`src/include/mbs_pkg.sv`:
```
// Constants for the max-address and block-size command logic.
// Assumes an APB slave with byte addresses and 8-bit task-file bytes.
package mbs_pkg;
   localparam int          ADDR_W          = 8;
   localparam logic [7:0]  OPC_SET_MAX_EXT = 8'h37;
   localparam logic [7:0]  OPC_SET_MULT    = 8'hc6;

   // Task-file bytes, one word each from offset zero upward.
   localparam int          TF_N            = 8;
   localparam int          TF_SC_CUR       = 0;
   localparam int          TF_SC_PREV      = 1;
   localparam int          TF_LBA0         = 2;
   localparam logic [7:0]  OFS_TF_END      = 8'h20;
   localparam logic [7:0]  OFS_CMD_STAT    = 8'h20;
   localparam logic [7:0]  OFS_ERROR       = 8'h24;
   localparam logic [7:0]  OFS_IRQ_STAT    = 8'h28;
   localparam logic [7:0]  OFS_IRQ_MASK    = 8'h2c;
   localparam logic [7:0]  OFS_MAX_LO      = 8'h30;
   localparam logic [7:0]  OFS_MAX_HI      = 8'h34;
   localparam logic [7:0]  OFS_MULT        = 8'h38;

   // Status, error and sector-count field positions.
   localparam int          ST_BSY          = 7;
   localparam int          ST_RDY          = 6;
   localparam int          ST_SEEK_DONE    = 4;
   localparam int          ST_ERR          = 0;
   localparam int          ERR_ABORT       = 2;
   localparam int          SC_NV_BIT       = 0;

   // Interrupt status and mask layout.
   localparam int          IRQ_W           = 3;
   localparam int          IRQ_DONE        = 0;
   localparam int          IRQ_ABORT       = 1;
   localparam int          IRQ_REJECT      = 2;
   localparam logic [2:0]  IRQ_MASK_RST    = 3'h0;

   localparam logic [47:0] LBA28_LIMIT     = 48'd268435455;
   localparam logic [7:0]  MULT_MAX        = 8'h10;
   localparam logic [7:0]  MULT_RST        = 8'h00;

   typedef enum logic [1:0] {
      ST_IDLE = 2'b01,
      ST_EXEC = 2'b10
   } mbs_state_t;
endpackage

```
`src/mbs_cmd_core.sv`:
```
// Command logic for the extended max-address set and the block-size set.
// Assumes an APB master on CLK_SYS and firmware that drives the lock inputs.
//
// Decided for this implementation: the placing of the registers and the APB register port.
`timescale 1ns/1ps
`default_nettype none
module mbs_cmd_core #(
   parameter logic [47:0] NATIVE_MAX_LBA    = 48'h0000_ffff_ffff,
   parameter bit          EXT_SUPPORTED     = 1'b1,
   parameter logic [7:0]  OPC_RD_NATIVE_EXT = 8'h27
) (
   input  wire logic                       CLK_SYS,
   input  wire logic                       RST,
   input  wire logic                       PSEL,
   input  wire logic                       PENABLE,
   input  wire logic                       PWRITE,
   input  wire logic [mbs_pkg::ADDR_W-1:0] PADDR,
   input  wire logic [31:0]                PWDATA,
   output logic      [31:0]                PRDATA,
   output logic                            PREADY,
   output logic                            PSLVERR,
   output logic                            IRQ,
   input  wire logic                       OFFSET_MODE,
   input  wire logic                       SETMAX_LOCKED,
   input  wire logic                       SETMAX_FROZEN,
   input  wire logic                       HPA28_ACTIVE,
   input  wire logic [47:0]                NV_MAX_LBA,
   output logic                            NV_STORE,
   output logic      [47:0]                NV_STORE_LBA,
   output logic      [63:0]                ID_W100_103,
   output logic      [31:0]                ID_W60_61,
   output logic                            MULT_EN,
   output logic      [7:0]                 MULT_BLOCK,
   input  wire logic                       ACCESS_REQ,
   input  wire logic [47:0]                ACCESS_LBA,
   output logic                            ACCESS_REJECT
);
   import mbs_pkg::*;

   localparam logic [31:0] ID60_RST = (NATIVE_MAX_LBA > LBA28_LIMIT) ?
                                      LBA28_LIMIT[31:0] : NATIVE_MAX_LBA[31:0];

   mbs_state_t        state_r;
   mbs_state_t        state_nxt;
   logic [7:0]        tf_r [TF_N];
   logic [7:0]        cmd_r;
   logic [47:0]       max_lba_r;
   logic              armed_r;
   logic              nv_done_r;
   logic              load_r;
   logic              err_r;
   logic              abort_flag_r;
   logic              mult_en_r;
   logic [7:0]        mult_blk_r;
   logic [63:0]       id100_r;
   logic [31:0]       id60_r;
   logic              nv_store_r;
   logic              rej_r;
   logic [IRQ_W-1:0]  irq_stat_r;
   logic [IRQ_W-1:0]  irq_mask_r;
   logic [31:0]       prdata_r;

   // Bus decode.
   wire        setup_ph = PSEL & ~PENABLE;
   wire        acc_ph   = PSEL & PENABLE;
   wire        aligned  = (PADDR[1:0] == 2'b00);
   wire        sel_tf   = aligned & (PADDR < OFS_TF_END);
   wire        sel_cmd  = aligned & (PADDR == OFS_CMD_STAT);
   wire        sel_err  = aligned & (PADDR == OFS_ERROR);
   wire        sel_ist  = aligned & (PADDR == OFS_IRQ_STAT);
   wire        sel_imsk = aligned & (PADDR == OFS_IRQ_MASK);
   wire        sel_maxl = aligned & (PADDR == OFS_MAX_LO);
   wire        sel_maxh = aligned & (PADDR == OFS_MAX_HI);
   wire        sel_mult = aligned & (PADDR == OFS_MULT);
   wire        hit      = sel_tf | sel_cmd | sel_err | sel_ist | sel_imsk |
                          sel_maxl | sel_maxh | sel_mult;
   wire        wr_en    = acc_ph & PWRITE & hit;
   wire        rd_ist   = acc_ph & ~PWRITE & sel_ist;
   wire [2:0]  tf_idx   = PADDR[4:2];

   // Command execution decode.
   wire        idle     = (state_r == ST_IDLE);
   wire        exec     = (state_r == ST_EXEC);
   wire        cmd_go   = wr_en & sel_cmd & idle;
   wire        is_set   = exec & (cmd_r == OPC_SET_MAX_EXT);
   wire        is_mult  = exec & (cmd_r == OPC_SET_MULT);
   wire        is_rdn   = exec & (cmd_r == OPC_RD_NATIVE_EXT);
   wire        is_other = exec & ~is_set & ~is_mult & ~is_rdn;
   wire [47:0] req_lba  = {tf_r[7], tf_r[6], tf_r[5],
                           tf_r[4], tf_r[3], tf_r[2]};
   wire        nv_req   = tf_r[TF_SC_CUR][SC_NV_BIT];
   wire [63:0] native_tf = {NATIVE_MAX_LBA, 16'h0000};

   // Grounds for refusing the extended set.
   wire        set_bad  = ~EXT_SUPPORTED |
                          (req_lba > NATIVE_MAX_LBA) |
                          HPA28_ACTIVE |
                          ~armed_r |
                          SETMAX_LOCKED |
                          SETMAX_FROZEN |
                          (nv_req & OFFSET_MODE) |
                          (nv_req & nv_done_r);
   wire        set_ok   = is_set & ~set_bad;

   wire [7:0]  bs       = tf_r[TF_SC_CUR];
   wire        bs_ok    = (bs <= MULT_MAX) &
                          ((bs & (bs - 8'h01)) == 8'h00);
   wire        abort    = (is_set & set_bad) | (is_mult & ~bs_ok) | is_other;

   // Once after every reset the maximum is reloaded: the retained one if nonzero and within native, else native.
   wire        nv_ok     = (NV_MAX_LBA != 48'h0) & (NV_MAX_LBA <= NATIVE_MAX_LBA);
   wire        apply     = load_r | set_ok;
   wire [47:0] apply_val = load_r ? (nv_ok ? NV_MAX_LBA : NATIVE_MAX_LBA) : req_lba;

   wire        ev_rej   = ACCESS_REQ & (ACCESS_LBA > max_lba_r);
   wire [IRQ_W-1:0] ev  = {ev_rej, abort, exec & ~abort};
   wire [IRQ_W-1:0] ist_clr = rd_ist ? prdata_r[IRQ_W-1:0] : '0;

   wire [7:0]  status_b = (8'(exec) << ST_BSY) | (8'h01 << ST_RDY) |
                          (8'h01 << ST_SEEK_DONE) | (8'(err_r) << ST_ERR);
   wire [7:0]  error_b  = 8'(abort_flag_r) << ERR_ABORT;
   wire [31:0] rd_mux   = sel_tf   ? {24'h0, tf_r[tf_idx]} :
                          sel_cmd  ? {24'h0, status_b} :
                          sel_err  ? {24'h0, error_b} :
                          sel_ist  ? {29'h0, irq_stat_r} :
                          sel_imsk ? {29'h0, irq_mask_r} :
                          sel_maxl ? max_lba_r[31:0] :
                          sel_maxh ? {16'h0, max_lba_r[47:32]} :
                          sel_mult ? {23'h0, mult_en_r, mult_blk_r} : 32'h0;

   always_comb begin
      state_nxt = state_r;
      case (state_r)
         ST_IDLE: begin
            if (cmd_go) begin
               state_nxt = ST_EXEC;
            end
         end
         ST_EXEC: state_nxt = ST_IDLE;
         default: state_nxt = ST_IDLE;
      endcase
   end

   // Task-file bytes; host writes are ignored while a command runs.
   generate
      for (genvar i = 0; i < TF_N; i++) begin : g_tf
         always_ff @(posedge CLK_SYS) begin
            if (RST) begin
               tf_r[i] <= 8'h00;
            end else if (is_rdn && (i >= TF_LBA0)) begin
               tf_r[i] <= native_tf[8*i +: 8];
            end else if (wr_en && sel_tf && idle && (tf_idx == 3'(i))) begin
               tf_r[i] <= PWDATA[7:0];
            end
         end
      end
   endgenerate

   always_ff @(posedge CLK_SYS) begin
      if (RST) begin
         state_r <= ST_IDLE;
         cmd_r   <= 8'h00;
         armed_r <= 1'b0;
      end else begin
         state_r <= state_nxt;
         if (cmd_go) begin
            cmd_r <= PWDATA[7:0];
         end
         if (exec) begin
            armed_r <= is_rdn;
         end
      end
   end

   always_ff @(posedge CLK_SYS) begin
      if (RST) begin
         load_r     <= 1'b1;
         nv_done_r  <= 1'b0;
         nv_store_r <= 1'b0;
         max_lba_r  <= NATIVE_MAX_LBA;
         id100_r    <= {16'h0000, NATIVE_MAX_LBA};
         id60_r     <= ID60_RST;
      end else begin
         load_r     <= 1'b0;
         nv_store_r <= set_ok & nv_req;
         if (set_ok && nv_req) begin
            nv_done_r <= 1'b1;
         end
         if (apply) begin
            max_lba_r <= apply_val;
            id100_r   <= {16'h0000, apply_val};
            if (apply_val <= LBA28_LIMIT) begin
               id60_r <= apply_val[31:0];
            end
         end
      end
   end

   always_ff @(posedge CLK_SYS) begin
      if (RST) begin
         mult_en_r  <= 1'b0;
         mult_blk_r <= MULT_RST;
         err_r      <= 1'b0;
         abort_flag_r <= 1'b0;
      end else begin
         if (is_mult) begin
            mult_blk_r <= bs_ok ? bs : MULT_RST;
            mult_en_r  <= bs_ok & (bs != 8'h00);
         end
         if (abort) begin
            err_r <= 1'b1;
            abort_flag_r <= 1'b1;
         end else if (cmd_go) begin
            err_r <= 1'b0;
            abort_flag_r <= 1'b0;
         end
      end
   end

   // A read clears only the bits it returned, so a new event is never lost.
   always_ff @(posedge CLK_SYS) begin
      if (RST) begin
         irq_stat_r <= '0;
         irq_mask_r <= IRQ_MASK_RST;
         prdata_r   <= 32'h0;
         rej_r      <= 1'b0;
      end else begin
         irq_stat_r <= (irq_stat_r & ~ist_clr) | ev;
         if (wr_en && sel_imsk) begin
            irq_mask_r <= PWDATA[IRQ_W-1:0];
         end
         if (setup_ph) begin
            prdata_r <= rd_mux;
         end
         rej_r <= ev_rej;
      end
   end

   assign PRDATA        = prdata_r;
   assign PREADY        = 1'b1;
   assign PSLVERR       = acc_ph & ~hit;
   assign IRQ           = |(irq_stat_r & irq_mask_r);
   assign NV_STORE      = nv_store_r;
   assign NV_STORE_LBA  = max_lba_r;
   assign ID_W100_103   = id100_r;
   assign ID_W60_61     = id60_r;
   assign MULT_EN       = mult_en_r;
   assign MULT_BLOCK    = mult_blk_r;
   assign ACCESS_REJECT = rej_r;
endmodule
`default_nettype wire

```
`config.mk`:
```
export PLATFORM = sky130hd
export DESIGN_NAME = mbs_cmd_core
export DESIGN_NICKNAME = d
export VERILOG_FILES = /design/src/include/mbs_pkg.sv /design/src/mbs_cmd_core.sv
export SDC_FILE = /design/constraint.sdc
export NUM_CORES = 1
export LEC_CHECK = 0
export BUFFER_PORTS_ARGS = -buffer_cell sky130_fd_sc_hd__buf_4
export CORE_AREA = 5 5 155 157
export CTS_BUF_LIST = sky130_fd_sc_hd__clkbuf_4 sky130_fd_sc_hd__clkbuf_8 sky130_fd_sc_hd__clkbuf_16
export DETAILED_ROUTE_END_ITERATION = 6
export DIE_AREA = 0 0 160 162
export HOLD_SLACK_MARGIN = 0.15
export PLACE_DENSITY_LB_ADDON = 0.12
export SETUP_SLACK_MARGIN = 0.1
export SYNTH_ARGS = -nofsm -noshare
export SYNTH_HDL_FRONTEND = slang
export SYNTH_SLANG_ARGS = --single-unit
```
`constraint.sdc`:
```
create_clock -name CLK_SYS -period 3.2 [get_ports CLK_SYS]
set_clock_uncertainty 0.05 [all_clocks]
set_input_delay 0.48 -clock CLK_SYS [delete_from_list [all_inputs] [get_ports CLK_SYS]]
set_output_delay 0.48 -clock CLK_SYS [all_outputs]
set_load 0.02 [all_outputs]
```
# After elaboration in Yosys (flattened, before gate mapping)
# Memories as Yosys holds them, arrays and structs flattened.
# Index checks and enable logic that the tools add are counted.
word_totals:
  regBits: 143
  ramBits: 64
  in_bits: 146
  out_inout_bits: 190
  word_cells: 207
  n_memories: 1
memory_table:
  columns: ["name", "words", "width", "rd", "rd_clocked_by_memory_dff", "write_ports", "line", "source"]
  rows:
  - ["tf_r", 8, 8, 8, 0, 8, "mbs_cmd_core.sv:45", "logic [7:0] tf_r [TF_N];"]
op_classes:
  n_addsub: 1
  order_cmp: 6
  eq_ne: 19
  n_mux: 63
  bitwise: 81
  reduce_logical: 21
ops:
  columns: ["op", "n"]
  rows:
  - ["$mux 32", 6]
  - ["$mux 8", 15]
  - ["$mux 48", 2]
  - ["$eq 8x6->1 const B", 9]
  - ["$gt 48x32->1 const B", 1]
  - ["$gt 48x48->1", 1]
  - ["$le 48x28->1 const B", 1]
  - ["$le 48x32->1 const B", 1]
  - ["$reduce_bool 48->1", 1]
  - ["$mux 1", 37]
  - ["$and 1x1->1", 34]
  - ["$or 1x1->1", 30]
  - ["$mux 16", 1]
  - ["$eq 3x3->1 const B", 4]
  - ["$logic_and 1x1->1", 12]
  - ["$not 1->1", 11]
  - ["$mux 9", 1]
  - ["$and 8x8->8", 1]
  - ["$eq 8x8->1 const B", 1]
  - ["$le 8x5->1 const B", 1]
  - ["$logic_not 8->1", 1]
  - ["$lt 8x6->1 const B", 1]
  - ["$or 8x1->8", 1]
  - ["$reduce_bool 8->1", 1]
  - ["other kinds (15)", 17]

# Logic depth before layout (Yosys ltp)
logic_depth:
  depth_word: 18
  mapped_depth: 9
  depth_no_buf: 8

# Worst setup path after synthesis
# No wires, ideal clock.
synth_path:
  path_type: "input-to-reg"
  from: "in PWRITE"
  to: "mem tf_r[1][0] (enable)"
  setup_time_ns: 0.384
  arrival_time_ns: 2.144
  required_ns: 2.766
  slack_ns: 0.622
  path_stages: 5
  path_cell_list: "nand3_1 > or3b_1 > buf_2 > or3_4 > o21ai_0"
synth_rtl:
  columns: ["item", "line", "source"]
  rows:
  - ["start, declared", "mbs_cmd_core.sv:16", "input wire logic PWRITE,"]
  - ["end, declared", "mbs_cmd_core.sv:45", null]

==> results.tsv <==
stage	metric	value	unit
route	wirelength	36.8	mm
clock_tree	cts_buffers	23	
critical_path	start_kind	flip-flop	
yosys	synth_edf_count	64	
yosys	yosysTopAreaCell	dfxtp_1	
timing	report.final.hold_viol_count	0	
timing	setup_ws	0.518	ns
yosys	ys.flop_type	dfxtp_1	
yosys	synth_most_common_cell	dfxtp_1	
route	ant_nets	0	
route	drt_first_pass_iters	6	
critical_path	path_max_fanout	61	
yosys	post_synth.cell_area_avg	10.0	um2
timing	worst_pin_slew	1.24	ns
yosys	synth_area	11200	um2
critical_path	cpMaxStageDelayCell	nor2_4	
clock_tree	hold_buffers	0	
timing	hold_ws	0.193	ns
timing	finalSetupTns	0	ns
critical_path	crit_buf_inv	0	
timing	drv_slew	0	
clock_tree	cts_sinks	207	
layout	postLayoutCoreUtil	0.615	
die	initial_core_util	0.500	
clock_tree	post-cts-setup-buffers	0	
timing	timing.fmax	0.373	GHz
yosys	synth_top_area_share	0.256	
layout	fin_nets	1519	
clock_tree	clock_latency	0.51	ns
critical_path	path_delay_family	simple AND/OR/NAND/NOR gates	
hold_path	hp-class	in -> reg	
timing	setup_viol	0	
yosys	synth_common_cells	143 x dfxtp_1, 67 x a21oi_1, 67 x nand2_1, 66 x buf_4	
grt	grt_pass1_vias	9365	
route	drc	0	
place	pre_cts_ws	0.447	ns
grt	global_route.overflow_total	0	
layout	ff_latch_area	4790	um2
die	die_y	162	um
critical_path	arrival	2.96	ns
yosys	ys_seq_elements	207	
run_status	status	complete, no violations	
layout	n_fill_cell	1976	
critical_path	crit_required	3.48	ns
critical_path	endpoint_kind	flip-flop	
timing	max_slew_margin	0.169	
clock_tree	cts_buffer_depth	3	
timing	period_minus_slack	2.68	ns
clock_tree	htree_levels	1	
die	core_area	22400	um2
clock_tree	cts_root_buf	clkbuf_16	
die	dieWidth	160	um
yosys	ys_warn_count	0	
layout	drive_gt1_frac	0.309	
layout	area_growth	22.8	%
die	pin_count	336	
route	via_count	9596	
clock_tree	path_clk_slew	0.06	ns
layout	fin_cells	1627	
timing	post-route-period-util	0.838	
grt	grt_pass1_wl	55.2	mm
yosys	synthArstFlopShare	0	
grt	grt_max_degree	110	
flow_run	maxCapViolations	0	
power	cellLeakagePower	6.04	nW
critical_path	critical_path_class	reg -> reg	
route	vias_per_cell	5.90	
power	ir_worst_vdd	0.000447	V
place	dp_hpwl	27.8	mm
yosys	ys_types	78	
die	dieArea	25900	um2
yosys	yosys-top-cells-area	dfxtp_1 26%, edfxtp_1 17%, ha_1 5.4%, buf_4 4.4%, mux4_2 3.2%	
critical_path	path_cells	o21ai_0, and4_1, nor3b_2, nor2_4, o311ai_0	
critical_path	slowest_delay	0.95	ns
place	dp_cells	1585	
die	fp-row-count	55	
place	portBuffers	294	
yosys	synthCells	1114	
grt	grt.total_usage	0.269	
route	first_iter_violations	1005	
clock_tree	cts_tree	yes	
route	wire_per_inst	22.6	um
clock_tree	ctsResizeCount	0	
place	gp_congestion	0.901	
layout	multi_input_area	5220	um2
yosys	yosysSeqAreaShare	0.427	
grt	antenna_found_initial	1	
power	p_per_area	462	nW/um2
layout	diodes	0	
timing	rsz0062_at_grt	no	
[path summary, 6_finish.rpt]
| check | start | end | slack [ns] | depth (start not counted) |
|---|---|---|---|---|
| worst max-delay path | tf_r[0][0] | NV_STORE_LBA[31] | 0.52 | 5 |
| worst min-delay path | NV_MAX_LBA[30] | NV_STORE_LBA[30] | 0.19 | 3 |
| worst max register to register | tf_r[0][0] | NV_STORE_LBA[31] | 0.52 | 5 |
| worst min register to register | nv_done_r | nv_done_r | 0.42 | 1 |
[power breakdown]
group          switching (mW)  total, mW  internal, mW
clock                    1.06       2.71          1.65
sequential             0.0877       2.85          2.76
combinational           0.466      0.797         0.330
total                    1.61       6.35          4.74
[stage by stage]
| step | total power [mW] | instance area [um2] |
|---|---|---|
| finish | 6.35 | 13700 |
| global route | 6.58 | 13700 |
| CTS | 6.40 | 13700 |
| detailed placement | 3.70 | 13000 |
| global placement | 3.69 | 13000 |
| floorplan | 3.37 | 11200 |
[worst reg2reg max path: cells and delay by family, from the launching register on]
kind,cells,cell delay (ns)
AOI/OAI and AO/OA,2,0.52
DFF,1,0.52
and+or+nand+nor,3,1.43
[state kept, by name, summed over array words and instances, names as in the netlist, 3 cells and up]
name	cells
tf_r	64
irq_mask_r	3
cmd_r	8
MULT_BLOCK	8
PRDATA	32
NV_STORE_LBA	48
irq_stat_r	3
ID_W60_61	32
[final cells by class]
class                      count  area share
clock inverter                10     0.00764
timing repair buffer         317       0.174
inverter                      56      0.0153
sequential                   207       0.348
clock buffer                  32      0.0494
tap                          285      0.0259
multi-input combinational    720       0.380
[metal layers]
layer,track usage,up-vias,share of wire
met5,0,-,0.00035
met4,0.0626,2,0.021
met3,0.0568,54,0.083
met2,0.455,437,0.48
met1,0.358,4635,0.41
li1,-,4468,-
[cells by family after synthesis]
group | count (synthesis) | share of synthesized area
AO/OA/AOI/OAI | 314 | 0.194
AND/OR/NAND/NOR | 296 | 0.154
flip-flops | 207 | 0.427
buffers and inverters | 202 | 0.112
adder cells (fa/ha/maj) | 49 | 0.0545
multiplexers | 44 | 0.0579
other | 2 | 0.000671
[cells in the final DEF, fill, tap and decap left out, types with 30 or more instances in the layout]
cell type  instances
a21oi_1           67
a211oi_1          31
inv_1             55
nand2_1           67
buf_4            316
edfxtp_1          64
ha_1              48
nor4_1            32
a31oi_1           30
dfxtp_1          142
a21o_1            36
nor2_1            64
o21a_1            31
and2_1            34
o211ai_1          32
Note: power is estimated with default switching activity, not from simulation.
